[src/core/mcdio_pkg.sv]
// package of constants for the motion card digital i/o block
// assumes one 200 MHz clock and the plain register port described in the top file
package mcdio_pkg;
  localparam int MCDIO_NUM_AXES = 4;
  localparam int MCDIO_NUM_GP_IN = 2;
  localparam int MCDIO_NUM_IN = 10;
  localparam int MCDIO_NUM_OUT = 3;
  localparam int MCDIO_NUM_IRQ = 3;
  localparam int MCDIO_ADDR_W = 4;
  localparam int MCDIO_DATA_W = 32;
  // register offsets (byte addresses)
  localparam logic [3:0] MCDIO_REG_INPUT = 4'h0;
  localparam logic [3:0] MCDIO_REG_POLARITY = 4'h4;
  localparam logic [3:0] MCDIO_REG_OUTPUT = 4'h8;
  localparam logic [3:0] MCDIO_REG_EXT_STATE = 4'hc;
  // second page of offsets uses the low address bit
  localparam logic [3:0] MCDIO_REG_IRQ_STATUS = 4'h1;
  localparam logic [3:0] MCDIO_REG_IRQ_MASK = 4'h5;
  localparam logic [3:0] MCDIO_REG_SYNC_CTRL = 4'h9;
  localparam logic [3:0] MCDIO_REG_STRAPS = 4'hd;
  // reset values
  localparam logic [9:0] MCDIO_POLARITY_RST = 10'h000;
  localparam logic [2:0] MCDIO_OUTPUT_RST = 3'h0;
  localparam logic [5:0] MCDIO_IRQ_MASK_RST = 6'h00;
  localparam logic [1:0] MCDIO_SYNC_CTRL_RST = 2'h0;
  localparam logic [15:0] MCDIO_CYCLE_LEN_RST = 16'h0fa0;
  // status bit positions
  localparam int MCDIO_ST_EMERGENCY_STOP_N = 0;
  localparam int MCDIO_ST_PROBE0 = 1;
  localparam int MCDIO_ST_PROBE1 = 2;
  localparam int MCDIO_ST_INPUT_CHG = 3;
  localparam int MCDIO_ST_CYCLE = 4;
  localparam int MCDIO_ST_SYNC_LOST = 5;
  localparam int MCDIO_ST_W = 6;
  // sync control bit positions
  localparam int MCDIO_SC_SOURCE = 0;
  localparam int MCDIO_SC_ENABLE = 1;
  // sync pulse width in cycles
  localparam int MCDIO_SYNC_PULSE_CYC = 4;
  localparam logic [MCDIO_DATA_W-1:0] MCDIO_RD_ZERO = 32'h0000_0000;
endpackage : mcdio_pkg

[src/core/mcdio_cycle_timer.sv]
// processing-cycle timer; free runs on its own or realigns to a sync edge
// assumes sync_edge_i is a one-cycle pulse from synchronised logic
`timescale 1ns/10ps
module mcdio_cycle_timer (
  input wire logic sys_clk_i, // block clock
  input wire logic rst_i, // async reset, active high
  input wire logic [15:0] cycle_len_i, // cycle length in clocks
  input wire logic realign_i, // follow mode enabled
  input wire logic sync_edge_i, // sync edge pulse
  output logic tick_o // one-cycle pulse at cycle start
);
  logic [15:0] cnt_q;
  logic [15:0] cnt_d;
  logic tick_q;
  logic tick_d;

  always_comb
  begin
    tick_d = 1'b0;
    cnt_d = cnt_q + 16'h0001;
    if (realign_i && sync_edge_i)
    begin
      cnt_d = 16'h0000;
      tick_d = 1'b1;
    end
    else if (!realign_i && (cnt_q >= cycle_len_i - 16'h0001))
    begin
      cnt_d = 16'h0000;
      tick_d = 1'b1;
    end
  end

  always_ff @(posedge sys_clk_i or posedge rst_i)
  begin
    if (rst_i)
    begin
      cnt_q <= 16'h0000;
      tick_q <= 1'b0;
    end
    else
    begin
      cnt_q <= cnt_d;
      tick_q <= tick_d;
    end
  end

  assign tick_o = tick_q;
endmodule : mcdio_cycle_timer

[src/core/mcdio_sync2.sv]
// two-flop synchroniser for a vector of independent level inputs
// assumes inputs are quasi-static levels; no bus coherence across bits
`timescale 1ns/10ps
module mcdio_sync2 #(
  parameter int WIDTH = 1,
  parameter logic [WIDTH-1:0] RST_VAL = '0
) (
  input wire logic sys_clk_i, // block clock
  input wire logic rst_i, // async reset, active high
  input wire logic [WIDTH-1:0] async_i, // raw pins
  output logic [WIDTH-1:0] sync_o // synchronised levels
);
  logic [WIDTH-1:0] meta_q;
  logic [WIDTH-1:0] meta_d;
  logic [WIDTH-1:0] sync_q;
  logic [WIDTH-1:0] sync_d;

  always_comb
  begin
    meta_d = async_i;
    sync_d = meta_q;
  end

  always_ff @(posedge sys_clk_i or posedge rst_i)
  begin
    if (rst_i)
    begin
      meta_q <= RST_VAL;
      sync_q <= RST_VAL;
    end
    else
    begin
      meta_q <= meta_d;
      sync_q <= sync_d;
    end
  end

  assign sync_o = sync_q;
endmodule : mcdio_sync2

[src/core/mcdio_top.sv]
// What this block does
// - ten user inputs: plus and minus overtravel per axis, two general ones
// - after reset every user input is active low
// - each input polarity set alone by the input-polarity register
// - three programmable general purpose outputs
// - an output drives low when on and high when off
// - outputs change only through the output-set register and then hold
// - emergency stop and both probes count as asserted when low
// - undriven interrupt inputs read inactive; card works normally
// - source card drives sync output marking its processing cycle
// - two electrically common sync inputs allow daisy chaining
// - encoder strap: one selects differential, zero single ended
//
// top of the motion card digital i/o block: inputs, outputs, interrupts, sync
// assumes a plain register port; pins are pulled up off chip, so idle reads high
`timescale 1ns/10ps
module mcdio_top (
  input wire logic sys_clk_i, // 200 MHz clock
  input wire logic rst_i, // async reset, active high
  input wire logic [mcdio_pkg::MCDIO_NUM_AXES-1:0] ot_pos_n_i, // plus overtravel per axis
  input wire logic [mcdio_pkg::MCDIO_NUM_AXES-1:0] ot_neg_n_i, // minus overtravel per axis
  input wire logic user_input_4_i, // general input 4
  input wire logic user_input_5_i, // general input 5
  input wire logic emergency_stop_n_i, // emergency stop, low active
  input wire logic probe_irq0_n_i, // probe 0, low active
  input wire logic probe_irq1_n_i, // probe 1, low active
  input wire logic sync_in_a_i, // sync input pin a
  input wire logic sync_in_b_i, // sync input pin b, common with a
  input wire logic encoder_mode_strap_i, // 1 differential, 0 single ended
  input wire logic config_strap_one_i, // must be 1 (1-2 fitted)
  input wire logic [mcdio_pkg::MCDIO_ADDR_W-1:0] reg_addr_i, // register address
  input wire logic [mcdio_pkg::MCDIO_DATA_W-1:0] reg_wdata_i, // write data
  input wire logic reg_wr_i, // write strobe
  input wire logic reg_rd_i, // read strobe
  output logic [mcdio_pkg::MCDIO_DATA_W-1:0] reg_rdata_o, // read data, next cycle
  output logic gp_output_1_o, // output 1, low = on
  output logic gp_output_2_o, // output 2, low = on
  output logic gp_output_3_o, // output 3, low = on
  output logic sync_out_o, // sync output to followers
  output logic encoder_diff_o, // differential encoder mode
  output logic emergency_stop_n_active_o, // emergency stop asserted
  output logic irq_o // level interrupt
);
  import mcdio_pkg::*;

  localparam int RAW_W = MCDIO_NUM_IN + MCDIO_NUM_IRQ + 4;

  logic [RAW_W-1:0] raw_pins;
  logic [RAW_W-1:0] sync_pins;
  logic [MCDIO_NUM_IN-1:0] in_lvl;
  logic [MCDIO_NUM_IRQ-1:0] irq_lvl_n;
  logic sync_in_lvl;
  logic enc_lvl;
  logic cfg1_lvl;
  logic [MCDIO_NUM_IN-1:0] in_on;
  logic [MCDIO_NUM_IRQ-1:0] ext_on;
  logic sync_edge;
  logic tick;

  logic [MCDIO_NUM_IN-1:0] pol_q, pol_d;
  logic [MCDIO_NUM_OUT-1:0] out_q, out_d;
  logic [MCDIO_ST_W-1:0] st_q, st_d;
  logic [MCDIO_ST_W-1:0] msk_q, msk_d;
  logic [1:0] sctl_q, sctl_d;
  logic [15:0] clen_q, clen_d;
  logic [MCDIO_NUM_IN-1:0] in_on_q, in_on_d;
  logic [MCDIO_NUM_IRQ-1:0] ext_q, ext_d;
  logic sync_prev_q, sync_prev_d;
  logic [7:0] pulse_q, pulse_d;
  logic [15:0] watch_q, watch_d;
  logic [MCDIO_DATA_W-1:0] rdata_q, rdata_d;
  logic [2:0] gp_pin_q, gp_pin_d;
  logic sync_out_q, sync_out_d;
  logic enc_q, enc_d;
  logic emergency_stop_n_q, emergency_stop_n_d;
  logic irq_q, irq_d;
  logic [MCDIO_ST_W-1:0] ev;

  // both sync pins are one net
  assign raw_pins = {ot_pos_n_i, ot_neg_n_i, user_input_4_i, user_input_5_i,
                     emergency_stop_n_i, probe_irq0_n_i, probe_irq1_n_i,
                     sync_in_a_i & sync_in_b_i, encoder_mode_strap_i,
                     config_strap_one_i, 1'b1};

  // pins reset to idle high, treated as inactive
  mcdio_sync2 #(
    .WIDTH(RAW_W),
    .RST_VAL({RAW_W{1'b1}})
  ) u_sync (
    .sys_clk_i(sys_clk_i),
    .rst_i(rst_i),
    .async_i(raw_pins),
    .sync_o(sync_pins)
  );

  // ten inputs: pos[3:0], neg[3:0], gp 4, gp 5
  assign in_lvl = sync_pins[RAW_W-1 -: MCDIO_NUM_IN];
  assign irq_lvl_n = sync_pins[6:4];
  assign sync_in_lvl = sync_pins[3];
  assign enc_lvl = sync_pins[2];
  assign cfg1_lvl = sync_pins[1];

  // polarity bit zero means active low
  assign in_on = in_lvl ^ ~pol_q;

  // emergency stop and probes asserted low
  assign ext_on = ~irq_lvl_n;

  assign sync_edge = sync_in_lvl & ~sync_prev_q;

  // follower realigns to the source cycle
  mcdio_cycle_timer u_timer (
    .sys_clk_i(sys_clk_i),
    .rst_i(rst_i),
    .cycle_len_i(clen_q),
    .realign_i(sctl_q[MCDIO_SC_ENABLE] & ~sctl_q[MCDIO_SC_SOURCE]),
    .sync_edge_i(sync_edge),
    .tick_o(tick)
  );

  always_comb
  begin
    ev = '0;
    ev[MCDIO_ST_EMERGENCY_STOP_N] = ext_on[2] & ~ext_q[2];
    ev[MCDIO_ST_PROBE0] = ext_on[1] & ~ext_q[1];
    ev[MCDIO_ST_PROBE1] = ext_on[0] & ~ext_q[0];
    ev[MCDIO_ST_INPUT_CHG] = |(in_on ^ in_on_q);
    ev[MCDIO_ST_CYCLE] = tick;
    ev[MCDIO_ST_SYNC_LOST] = (watch_q == 16'hfffe);
  end

  // register writes
  always_comb
  begin
    pol_d = pol_q;
    out_d = out_q;
    msk_d = msk_q;
    sctl_d = sctl_q;
    clen_d = clen_q;
    st_d = st_q;
    if (reg_wr_i)
    begin
      case (reg_addr_i)
        MCDIO_REG_POLARITY: pol_d = reg_wdata_i[MCDIO_NUM_IN-1:0];
        MCDIO_REG_OUTPUT: out_d = reg_wdata_i[MCDIO_NUM_OUT-1:0];
        MCDIO_REG_IRQ_STATUS: st_d = st_q & ~reg_wdata_i[MCDIO_ST_W-1:0];
        MCDIO_REG_IRQ_MASK: msk_d = reg_wdata_i[MCDIO_ST_W-1:0];
        MCDIO_REG_SYNC_CTRL:
        begin
          sctl_d = reg_wdata_i[1:0];
          clen_d = reg_wdata_i[31:16];
        end
        default: ;
      endcase
    end
    // set wins over write-one clear
    st_d = st_d | ev;
  end

  // pin-facing state and read data
  always_comb
  begin
    in_on_d = in_on;
    ext_d = ext_on;
    sync_prev_d = sync_in_lvl;
    // source drives a pulse each cycle start
    if (tick && sctl_q[MCDIO_SC_SOURCE] && sctl_q[MCDIO_SC_ENABLE])
      pulse_d = 8'(MCDIO_SYNC_PULSE_CYC);
    else if (pulse_q != 8'h00)
      pulse_d = pulse_q - 8'h01;
    else
      pulse_d = 8'h00;
    sync_out_d = (pulse_d != 8'h00);
    if (sync_edge || !(sctl_q[MCDIO_SC_ENABLE] && !sctl_q[MCDIO_SC_SOURCE]))
      watch_d = 16'h0000;
    else if (watch_q != 16'hffff)
      watch_d = watch_q + 16'h0001;
    else
      watch_d = watch_q;
    gp_pin_d = ~out_d;
    enc_d = enc_lvl;
    emergency_stop_n_d = ext_on[2];
    irq_d = |(st_d & msk_d);
    rdata_d = MCDIO_RD_ZERO;
    if (reg_rd_i)
    begin
      case (reg_addr_i)
        MCDIO_REG_INPUT: rdata_d[MCDIO_NUM_IN-1:0] = in_on;
        MCDIO_REG_POLARITY: rdata_d[MCDIO_NUM_IN-1:0] = pol_q;
        MCDIO_REG_OUTPUT: rdata_d[MCDIO_NUM_OUT-1:0] = out_q;
        MCDIO_REG_EXT_STATE: rdata_d[MCDIO_NUM_IRQ-1:0] = ext_on;
        MCDIO_REG_IRQ_STATUS: rdata_d[MCDIO_ST_W-1:0] = st_q;
        MCDIO_REG_IRQ_MASK: rdata_d[MCDIO_ST_W-1:0] = msk_q;
        MCDIO_REG_SYNC_CTRL: rdata_d = {clen_q, 14'h0000, sctl_q};
        // strap one readable for a fit check
        MCDIO_REG_STRAPS: rdata_d[1:0] = {cfg1_lvl, enc_lvl};
        default: rdata_d = MCDIO_RD_ZERO;
      endcase
    end
  end

  always_ff @(posedge sys_clk_i or posedge rst_i)
  begin
    if (rst_i)
    begin
      pol_q <= MCDIO_POLARITY_RST;
      out_q <= MCDIO_OUTPUT_RST;
      st_q <= '0;
      msk_q <= MCDIO_IRQ_MASK_RST;
      sctl_q <= MCDIO_SYNC_CTRL_RST;
      clen_q <= MCDIO_CYCLE_LEN_RST;
      in_on_q <= '0;
      ext_q <= '0;
      sync_prev_q <= 1'b1;
      pulse_q <= 8'h00;
      watch_q <= 16'h0000;
      rdata_q <= MCDIO_RD_ZERO;
      gp_pin_q <= ~MCDIO_OUTPUT_RST;
      sync_out_q <= 1'b0;
      enc_q <= 1'b1;
      emergency_stop_n_q <= 1'b0;
      irq_q <= 1'b0;
    end
    else
    begin
      pol_q <= pol_d;
      out_q <= out_d;
      st_q <= st_d;
      msk_q <= msk_d;
      sctl_q <= sctl_d;
      clen_q <= clen_d;
      in_on_q <= in_on_d;
      ext_q <= ext_d;
      sync_prev_q <= sync_prev_d;
      pulse_q <= pulse_d;
      watch_q <= watch_d;
      rdata_q <= rdata_d;
      gp_pin_q <= gp_pin_d;
      sync_out_q <= sync_out_d;
      enc_q <= enc_d;
      emergency_stop_n_q <= emergency_stop_n_d;
      irq_q <= irq_d;
    end
  end

  assign reg_rdata_o = rdata_q;
  assign gp_output_1_o = gp_pin_q[0];
  assign gp_output_2_o = gp_pin_q[1];
  assign gp_output_3_o = gp_pin_q[2];
  assign sync_out_o = sync_out_q;
  assign encoder_diff_o = enc_q;
  assign emergency_stop_n_active_o = emergency_stop_n_q;
  assign irq_o = irq_q;
endmodule : mcdio_top

[config.mk]
export PLATFORM = sky130hd
export DESIGN_NAME = mcdio_top
export DESIGN_NICKNAME = d
export VERILOG_FILES = /design/src/core/mcdio_pkg.sv /design/src/core/mcdio_cycle_timer.sv /design/src/core/mcdio_sync2.sv /design/src/core/mcdio_top.sv
export SDC_FILE = /design/constraint.sdc
export NUM_CORES = 1
export LEC_CHECK = 0
export BUFFER_PORTS_ARGS = -buffer_cell sky130_fd_sc_hd__buf_2
export CAP_MARGIN = 20
export CORE_MARGIN = 3
export CORE_UTILIZATION = 50
export CTS_CLUSTER_DIAMETER = 200
export DETAILED_ROUTE_END_ITERATION = 10
export PLACE_DENSITY = 0.8
export SLEW_MARGIN = 20
export SYNTH_ARGS = -nofsm -noshare
export SYNTH_HDL_FRONTEND = slang
export SYNTH_SLANG_ARGS = --single-unit
[constraint.sdc]
create_clock -name sys_clk_i -period 5.6 [get_ports sys_clk_i]
set_input_delay 1.12 -clock sys_clk_i [delete_from_list [all_inputs] [get_ports sys_clk_i]]
set_output_delay 1.12 -clock sys_clk_i [all_outputs]
set_load 0.01 [all_outputs]
* Word-level counts from Yosys, hierarchy flattened
Index checks and enable logic that the tools add are counted.
** Operators by class
- Reduce and logical (&&, ||, !) cells :: 17
- Multipliers :: 0
- Add/subtract/negate cells :: 4
- Bitwise operators :: 20
- $lt $le $gt $ge :: 1
- Div/mod/pow operators :: 0
- Eq/ne operators :: 9
- Multiplexer cells :: 20
- Shifts and indexed selects :: 0
** Operator list (number)
- 16-bit two-way mux :: 4
- 16-bit by 1-bit adder with 16-bit output, second input constant :: 2
- 32-bit two-way mux :: 1
- 6-bit two-way mux :: 4
- 22-bit two-way mux :: 1
- 10-bit bitwise XOR :: 2
- 16-bit equality test, second input constant :: 1
- 4-bit equality test, second input constant :: 4
- 16-bit greater-or-equal comparator :: 1
- 8-bit two-way mux :: 2
- 16-bit inequality test, second input constant :: 1
- 2-bit case mux with 8 select lines :: 1
- 8-bit nonzero test :: 2
- 16-bit by 1-bit subtractor with 16-bit output, second input constant :: 1
- 6-bit AND :: 2
- 3-bit case mux with 4 select lines :: 1
- 10-bit NOT :: 1
- 10-bit OR reduction :: 1
- 4-bit by 3-bit equality test with 1-bit output, second input constant :: 2
- 4-bit case mux with 2 select lines :: 1
- 8-bit by 1-bit subtractor with 8-bit output, second input constant :: 1
- 1-bit AND :: 6
- 3-bit two-way mux :: 2
- 3-bit NOT :: 2
- 13 further kinds :: 25
** Storage, ports and cells
- Register bits after elaboration :: 169
- ROM bits :: 0
- Output and inout port bits :: 39
- Memories kept :: 0
- Bits of input ports :: 57
- Logic and storage cells :: 92
- Memory bits (writable) :: 0
- Bits in latches :: 0

* Logic depth before layout (Yosys ltp)
Gate-level depths: netlist (run 1).
- Depth after elaboration :: 7
- Mapped depth :: 13
- Mapped depth without buffers :: 12

* Hierarchy
Synthesis (run 1) repeated with hierarchy kept, for this count alone.
** Second synthesis, totals
- Cells, all modules :: 627
- Area, all modules :: 7453.4 um^2
** By module, submodules not included
- mcdio_top :: seq. area each 2841.5 um^2, cells each 439, area each 5191.2 um^2, instances 1
- mcdio_cycle_timer :: seq. area each 425.4 um^2, cells each 153, area each 1365.1 um^2, instances 1
- mcdio_sync2 :: seq. area each 893.4 um^2, cells each 35, area each 897.1 um^2, instances 1

* Worst setup path after synthesis (run 1)
No wires, ideal clock.
- Kind :: register -> register
- Start point :: reg clen_q[7]
- End point :: reg u_timer.cnt_q[10]
- Clock period less this slack :: 3.015 ns
- Required time :: 5.479 ns
- Setup time :: 0.121 ns
- Path buffers :: 1
- Slack :: 2.585 ns
- Arrival :: 2.894 ns
- Stages on the path, launching flop included :: 12
- Cells stage by stage :: dfstp_2 or3_2 nor4_1 nand2_1 xor2_1 ha_1 nand2_1 o221ai_1 o21ai_0 a31oi_1 buf_2 nor2_1
** Between the ends
- Longest elaborated chain between the ends :: 5
** RTL lines
- from (decl) :: line mcdio_top.sv:65 : logic [15:0] clen_q, clen_d;
- from (signal assigned) :: line mcdio_top.sv:231 : clen_q <= clen_d;
- 16-bit by 1-bit subtractor with 16-bit output :: line mcdio_cycle_timer.sv:26 : else if (!realign_i && (cnt_q >= cycle_len_i - 16'h0001))
- 16-bit greater-or-equal comparator :: line mcdio_cycle_timer.sv:26
- 1-bit logical AND :: line mcdio_cycle_timer.sv:26
- 16-bit two-way mux :: line mcdio_cycle_timer.sv:26
- 16-bit two-way mux :: line mcdio_cycle_timer.sv:21 : if (realign_i && sync_edge_i)
- via u_timer.cnt_d[10] :: line mcdio_cycle_timer.sv:13 : logic [15:0] cnt_d;
- to (signal assigned) :: line mcdio_cycle_timer.sv:42 : cnt_q <= cnt_d;
- to (decl) :: line mcdio_cycle_timer.sv:12 : logic [15:0] cnt_q;
The timed path passes the listed nets, and every way through them passes these cells.
A chain may end at the register's enable or synchronous reset.

* Worst setup path in the final report (run 1)
- Start point :: reg clen_q[6]
- End point :: reg u_timer.cnt_q[2]
The elaborated chain is that of the path after synthesis.

==> impl_metrics.csv, run 1 <==
group,metric,value,unit
outcome,status,"complete, no violations",
synthesis,synth_most_common_cell,"dfrtp_1",
clocking,cts_buffers,17,
clocking,root_buffer,"clkbuf_16",
detailed_routing,viasPerCell,5.52,
synthesis,netlist_instances,630,
global_route,overflow,0,
run,cap_violations,0,
critical_path,crit_path_end_kind,"flip-flop",
clocking,path_clk_slew,60,ps
pwr,power.total,0.00330,W
critical_path,critical_path_class,"reg2reg",
synthesis,synth.top_cell.area_share,40.1,%
min_path,hold_depth,0,
critical_path,crit_start,"clen_q[6]",
critical_path,arrival,3670,ps
sta,skew,6.22,ps
finish,area_delta_synth_final,15.4,%
clocking,postCtsHoldBufs,0,
placement,hpwl,10.7,mm
floorplanning,initial_core_util,52.3,%
finish,fin_util,60.4,%
critical_path,r2r-start,"clen_q[6]",
sta,rsz0062_at_grt,"no",
critical_path,cp_num_buf_inv,1,
pwr,power.density,385,nW/um^2
placement,pre_cts_ws,2230,ps
clocking,tritoncts,"yes",
floorplanning,io_pins,96,
synthesis,synth_area_leader_cell,"dfrtp_1",
synthesis,ys.flop_type,"dfrtp_1",
synthesis,synth.yosys.seq_area_share,55.3,%
critical_path,timing.critical_path.mode_cell,"nand2_1",
critical_path,crit_path_start_kind,"flip-flop",
sta,maxSlewHeadroom,35.1,%
critical_path,slowest_stage,"nor4_1",
detailed_routing,ant_nets,0,
sta,fin_crit_sh,60.0,%
floorplanning,die_y,128,um
clocking,cts.sink_count,162,
critical_path,cp.required,5910,ps
placement,port_buffers,83,
clocking,cts_max_level,4,
sta,setup-violations-final,0,
critical_path,max_stage_delay,500,ps
clocking,cts_setup_buffers,0,
global_route,grt_max_degree,121,
detailed_routing,totalWireLength,15.0,mm
pwr,p_leak,3.92,nW
synthesis,yosys-top-cells-area,"dfrtp_1 (40%), dfstp_2 (15%), mux2_2 (4.7%)",
clocking,cts_resized,0,
pwr,irDropWorstVdd,0.250,mV
sta,max_freq,297,MHz
synthesis,syn_area,7430,sq um
detailed_routing,drtPass1Iterations,4,
finish,nNetsFinal,798,
synthesis,synth_commonest_cells,"dfrtp_1 (119), nor2_1 (75), dfstp_2 (43)",
min_path,hold_path.class,"reg2reg",
critical_path,crit_cells,11,
sta,hold_viol,0,
sta,whs,354,ps
synthesis,ys_types,65,
critical_path,reg2regPathDepth,11,
global_route,grt_usage,19.7,%
placement,gp_congestion,0.865,
finish,layout-drive-gt1-share,28.3,%
floorplanning,design.die.area,16300,sq um
synthesis,yosysWarnings,0,
finish,diodes,0,
sta,layout_min_cycle_time,3360,ps
global_route,grt_pass1_vias,5243,
critical_path,cp_max_fo,12,
sta,setup_ws,2240,ps
global_route,antenna_found_initial,0,
sta,tns,0,ps
sta,maxSlewViolCount,0,
critical_path,path_delay_family,"simple AND/OR/NAND/NOR gates",
detailed_routing,vias,5037,
sta,worst_pin_slew,972,ps
synthesis,yosys_register_bits,162,
floorplanning,die_w,128,um
global_route,grt_pass1_wl,25.5,mm
floorplanning,num_rows,43,
synthesis,postSynthAreaPerCell,11.8,sq um
synthesis,async_flop_share,100,%
min_path,min_from,"u_sync.meta_q[2]",
clocking,cts_buffer_depth,2,
floorplanning,core-area,14200,sq um
detailed_routing,wl_per_cell,16.5,um
clocking,clock_latency,420,ps
detailed_routing,drt_iter0_drc,377,
synthesis,synth_edf_count,0,
detailed_routing,drc,0,
critical_path,path_cells,"or3_2 -> nor4_1 -> nand2_1 -> xor2_1 -> ha_1 -> nand2_1 -> o221ai_1 -> o21ai_0 -> a31oi_1 -> buf_4 -> nor2_1",
## placed cells by master (no fill, tap or decap), types with 5 or more instances in the layout
cell,synthesis,routed
nor3_1,9,9
ha_1,22,22
a21oi_1,21,21
nand3_1,17,17
clkinv_2,0,5
buf_2,9,83
nand2_1,36,36
xnor2_1,36,36
or3_1,6,6
xor2_1,24,24
dfstp_2,43,43
clkbuf_16,0,17
conb_1,1,6
nor2_1,75,75
o211ai_1,8,8
inv_1,25,24
xnor3_1,10,10
mux2_2,31,31
dfrtp_1,119,119
nor4_1,5,5
nor2b_1,5,5
o21ai_0,26,26
and2_1,18,18
## final timing paths
kind / end / slack, ps
max: u_timer.cnt_q[2] / 2240
min: u_sync.sync_o[2] / 350
max reg2reg: u_timer.cnt_q[2] / 2240
min reg2reg: u_sync.sync_o[2] / 350
max in group asynchronous: u_sync.sync_o[14] / 3680
min in group asynchronous: clen_q[6] / 850
## power breakdown
part	internal [W]	switching [W]	total, W
clock	0.000675	0.000434	0.00111
sequential	0.00136	0.000177	0.00153
combinational	0.000331	0.000325	0.000655
## sequential cells by signal, summed over array words and instances (netlist names), 2 cells and up
name and flops:
watch_q 16, u_timer.cnt_q 16, reg_rdata_o 26, ext_q 2, pol_q 10, st_q 6, pulse_q 8, in_on_q 10
u_sync.sync_o 16, sctl_q 2, out_q 3, gp_pin_q 3, clen_q 16, msk_q 6, u_sync.meta_q 16
## cell families after synthesis
| family | share of synthesized area [%] |
|---|---|
| DFF | 55.3 |
| other | 0.0505 |
| and+or+nand+nor | 14.1 |
| buffers and inverters | 2.78 |
| AOI/OAI and AO/OA | 7.89 |
| adders and majority gates | 3.71 |
| xor gates and xnor gates | 10.1 |
| muxes | 6.02 |
## layer usage
metal	share of wire (%)	vias to the layer above	track usage, %
met5	0	-	0
met4	1.4	0	6.37
met3	5.6	18	5.33
met2	51	123	32.8
met1	41	2543	25.2
li1	-	2353	-
## per-stage QoR
step / std cells / area (sq um)
after floorplan: 635 / 7440
after global placement: 880 / 8000
after detailed placement: 880 / 8000
after CTS: 912 / 8570
after global routing: 912 / 8570
final: 912 / 8570
## final cells by class
class	instances	area, sq um
repair buffers	85	430
clock buffers	22	464
inverters	26	105
clock inverters	10	109
flip-flops and latches	162	4110
multi-input cells	427	3130
fillers	1106	5630
well taps	180	225
(Power assumes the default switching activity.)
==> inputs of run 2 (changes only) <==
--- a/config.mk
+++ b/config.mk
@@ -11,7 +11,7 @@
 export CORE_UTILIZATION = 50
 export CTS_CLUSTER_DIAMETER = 200
 export DETAILED_ROUTE_END_ITERATION = 10
-export PLACE_DENSITY = 0.8
+export PLACE_DENSITY = 0.78
 export SLEW_MARGIN = 20
 export SYNTH_ARGS = -nofsm -noshare
 export SYNTH_HDL_FRONTEND = slang
==> constraint.sdc (replaced) <==
create_clock -name sys_clk_i -period 3.1 [get_ports sys_clk_i]
set_input_delay 0.62 -clock sys_clk_i [delete_from_list [all_inputs] [get_ports sys_clk_i]]
set_output_delay 0.62 -clock sys_clk_i [all_outputs]
set_load 0.01 [all_outputs]
==> run 2 against run 1 <==
Wire length up 3.0%. Power is 86% higher. Cell count rose by 1.3%. Fmax rose by 15%. Global-route usage up 0.16 points. Count of clock-buffer cells in the layout down 4. Non-clock buffer count up 12. Via count rose by 1.6%. First-iteration DRC count down 7.4%. Flip-flop and latch count is the same. Critical path type unchanged. Largest cell class unchanged. Highest routed layer unchanged.
==> impl_metrics.csv, run 2 (same netlist as run 1, synthesis figures left out) <==
group,metric,value,unit
finish,nNetsFinal,810,
floorplanning,design.die.area,16300,sq um
min_path,hold_depth,1,
placement,dp.cells,891,
pwr,power.density,699,nW/um^2
critical_path,slowest_stage,"or4_4",
critical_path,path_delay_family,"simple AND/OR/NAND/NOR gates",
detailed_routing,vias,5118,
clocking,cts_buffers,17,
outcome,status,"complete, no violations",
finish,diodes,0,
clocking,tritoncts,"yes",
sta,setup-violations-final,0,
detailed_routing,drc,0,
pwr,irDropWorstVdd,0.447,mV
critical_path,reg2regPathDepth,13,
global_route,antenna_found_initial,0,
global_route,grt_usage,19.9,%
sta,hold_viol,0,
global_route,grt_max_degree,37,
sta,layout_min_cycle_time,2930,ps
critical_path,cp.required,3420,ps
floorplanning,die_y,128,um
detailed_routing,totalWireLength,15.5,mm
detailed_routing,wl_per_cell,16.8,um
critical_path,critical_path_class,"reg2reg",
detailed_routing,viasPerCell,5.54,
global_route,grt_pass1_vias,5302,
pwr,p_leak,4.00,nW
sta,maxSlewHeadroom,41.1,%
global_route,globalRouteMet3Util,5.13,%
finish,layout_common_cells,"dfrtp_1 (117), buf_2 (83), nor2_1 (75), dfstp_2 (43), xnor2_1 (36)",
clocking,cts_buffer_depth,2,
critical_path,arrival,3250,ps
critical_path,cp_max_fo,6,
critical_path,path_cells,"inv_1 -> ha_2 -> nand2_2 -> or4_4 -> nor4_4 -> xnor2_1 -> ha_1 -> nand2_1 -> o221ai_2 -> o21ai_0 -> a31oi_2 -> buf_4 -> nor2_1",
min_path,hold_path.class,"in2reg",
critical_path,crit_path_start_kind,"flip-flop",
clocking,clock_latency,430,ps
finish,largest_reg_flops,26,
clocking,path_clk_slew,60,ps
sta,maxSlewViolCount,0,
global_route,gr-usage-met1,24.9,%
pwr,power.total,0.00614,W
sta,max_freq,341,MHz
critical_path,crit_path_end_kind,"flip-flop",
placement,hpwl,10.8,mm
clocking,root_buffer,"clkbuf_16",
critical_path,max_stage_delay,520,ps
critical_path,crit_cells,13,
floorplanning,io_pins,96,
finish,fin_util,61.8,%
global_route,met2_usage,33.6,%
clocking,cts_max_level,4,
floorplanning,initial_core_util,52.3,%
global_route,grt_pass1_wl,25.7,mm
finish,layout_commonest_cell,"dfrtp_1",
critical_path,cp_num_buf_inv,2,
detailed_routing,ant_nets,0,
sta,fin_crit_sh,94.5,%
finish,area_delta_synth_final,18.2,%
floorplanning,die_w,128,um
floorplanning,core-area,14200,sq um
floorplanning,num_rows,43,
global_route,gr-max-usage-layer,"met2",
placement,gp_congestion,0.880,
finish,layout-drive-gt1-share,30.9,%
detailed_routing,drtPass1Iterations,5,
finish,instances_no_fill,924,
placement,port_buffers,83,
global_route,overflow,0,
clocking,cts.sink_count,162,
sta,skew,8.23,ps
run,cap_violations,0,
sta,worst_pin_slew,881,ps
detailed_routing,drt_iter0_drc,349,
[run 2: cell count changes in the layout (fill, tap and decap cells not counted), sizes merged]
| cell | change |
|---|---|
| clkinv | +1 |
| buf | +12 |
| inv | +1 |
| clkbuf | -4 |
| clkinvlp | +2 |
[run 2: power by group]
group          internal, W  switching (W)
sequential         0.00245       0.000324
clock              0.00124       0.000887
combinational     0.000632       0.000604
[run 2: final cells by class]
class                   instances  area [sq um]
clock buffers                  18           450
clock inverters                14           154
fillers                      1099          5420
inverters                      26           101
multi-input cells             427          3170
flip-flops and latches        162          4110
well taps                     180           225
repair buffers                 97           571
[run 2: timing repair]
item | CTS | global route
buffers inserted | 0 | 0
gates resized for setup | 0 | 11
setup endpoints to repair | 0 | 17
hold buffers | 0 | 0
[run 2: path summary, 6_finish.rpt]
kind / from / end / slack (ps)
worst min register to register: u_sync.meta_q[11] / u_sync.sync_o[11] / 350
max in group asynchronous: rst_i / u_sync.sync_o[4] / 1980
worst min-delay path: ot_pos_n_i[2] / u_sync.meta_q[15] / 280
worst max-delay path: clen_q[0] / u_timer.cnt_q[15] / 170
min in group asynchronous: rst_i / reg_rdata_o[8] / 370
worst max register to register: clen_q[0] / u_timer.cnt_q[15] / 170
[run 2: routing by layer]
metal,up-vias,routed length (um)
met5,-,0
met4,0,244
met3,22,1020
met2,184,7840
met1,2543,6380
li1,2369,-
[run 2: stage by stage]
stage	hold slack [ps]	cell area, sq um	worst slack, ps	TNS [ps]
after floorplan	345	7450	84.9	0
after global routing	267	8780	-32.8	-194
after global placement	346	8130	191	0
after detailed placement	347	8130	99.3	0
final	283	8780	171	0
after CTS	270	8730	74.7	0
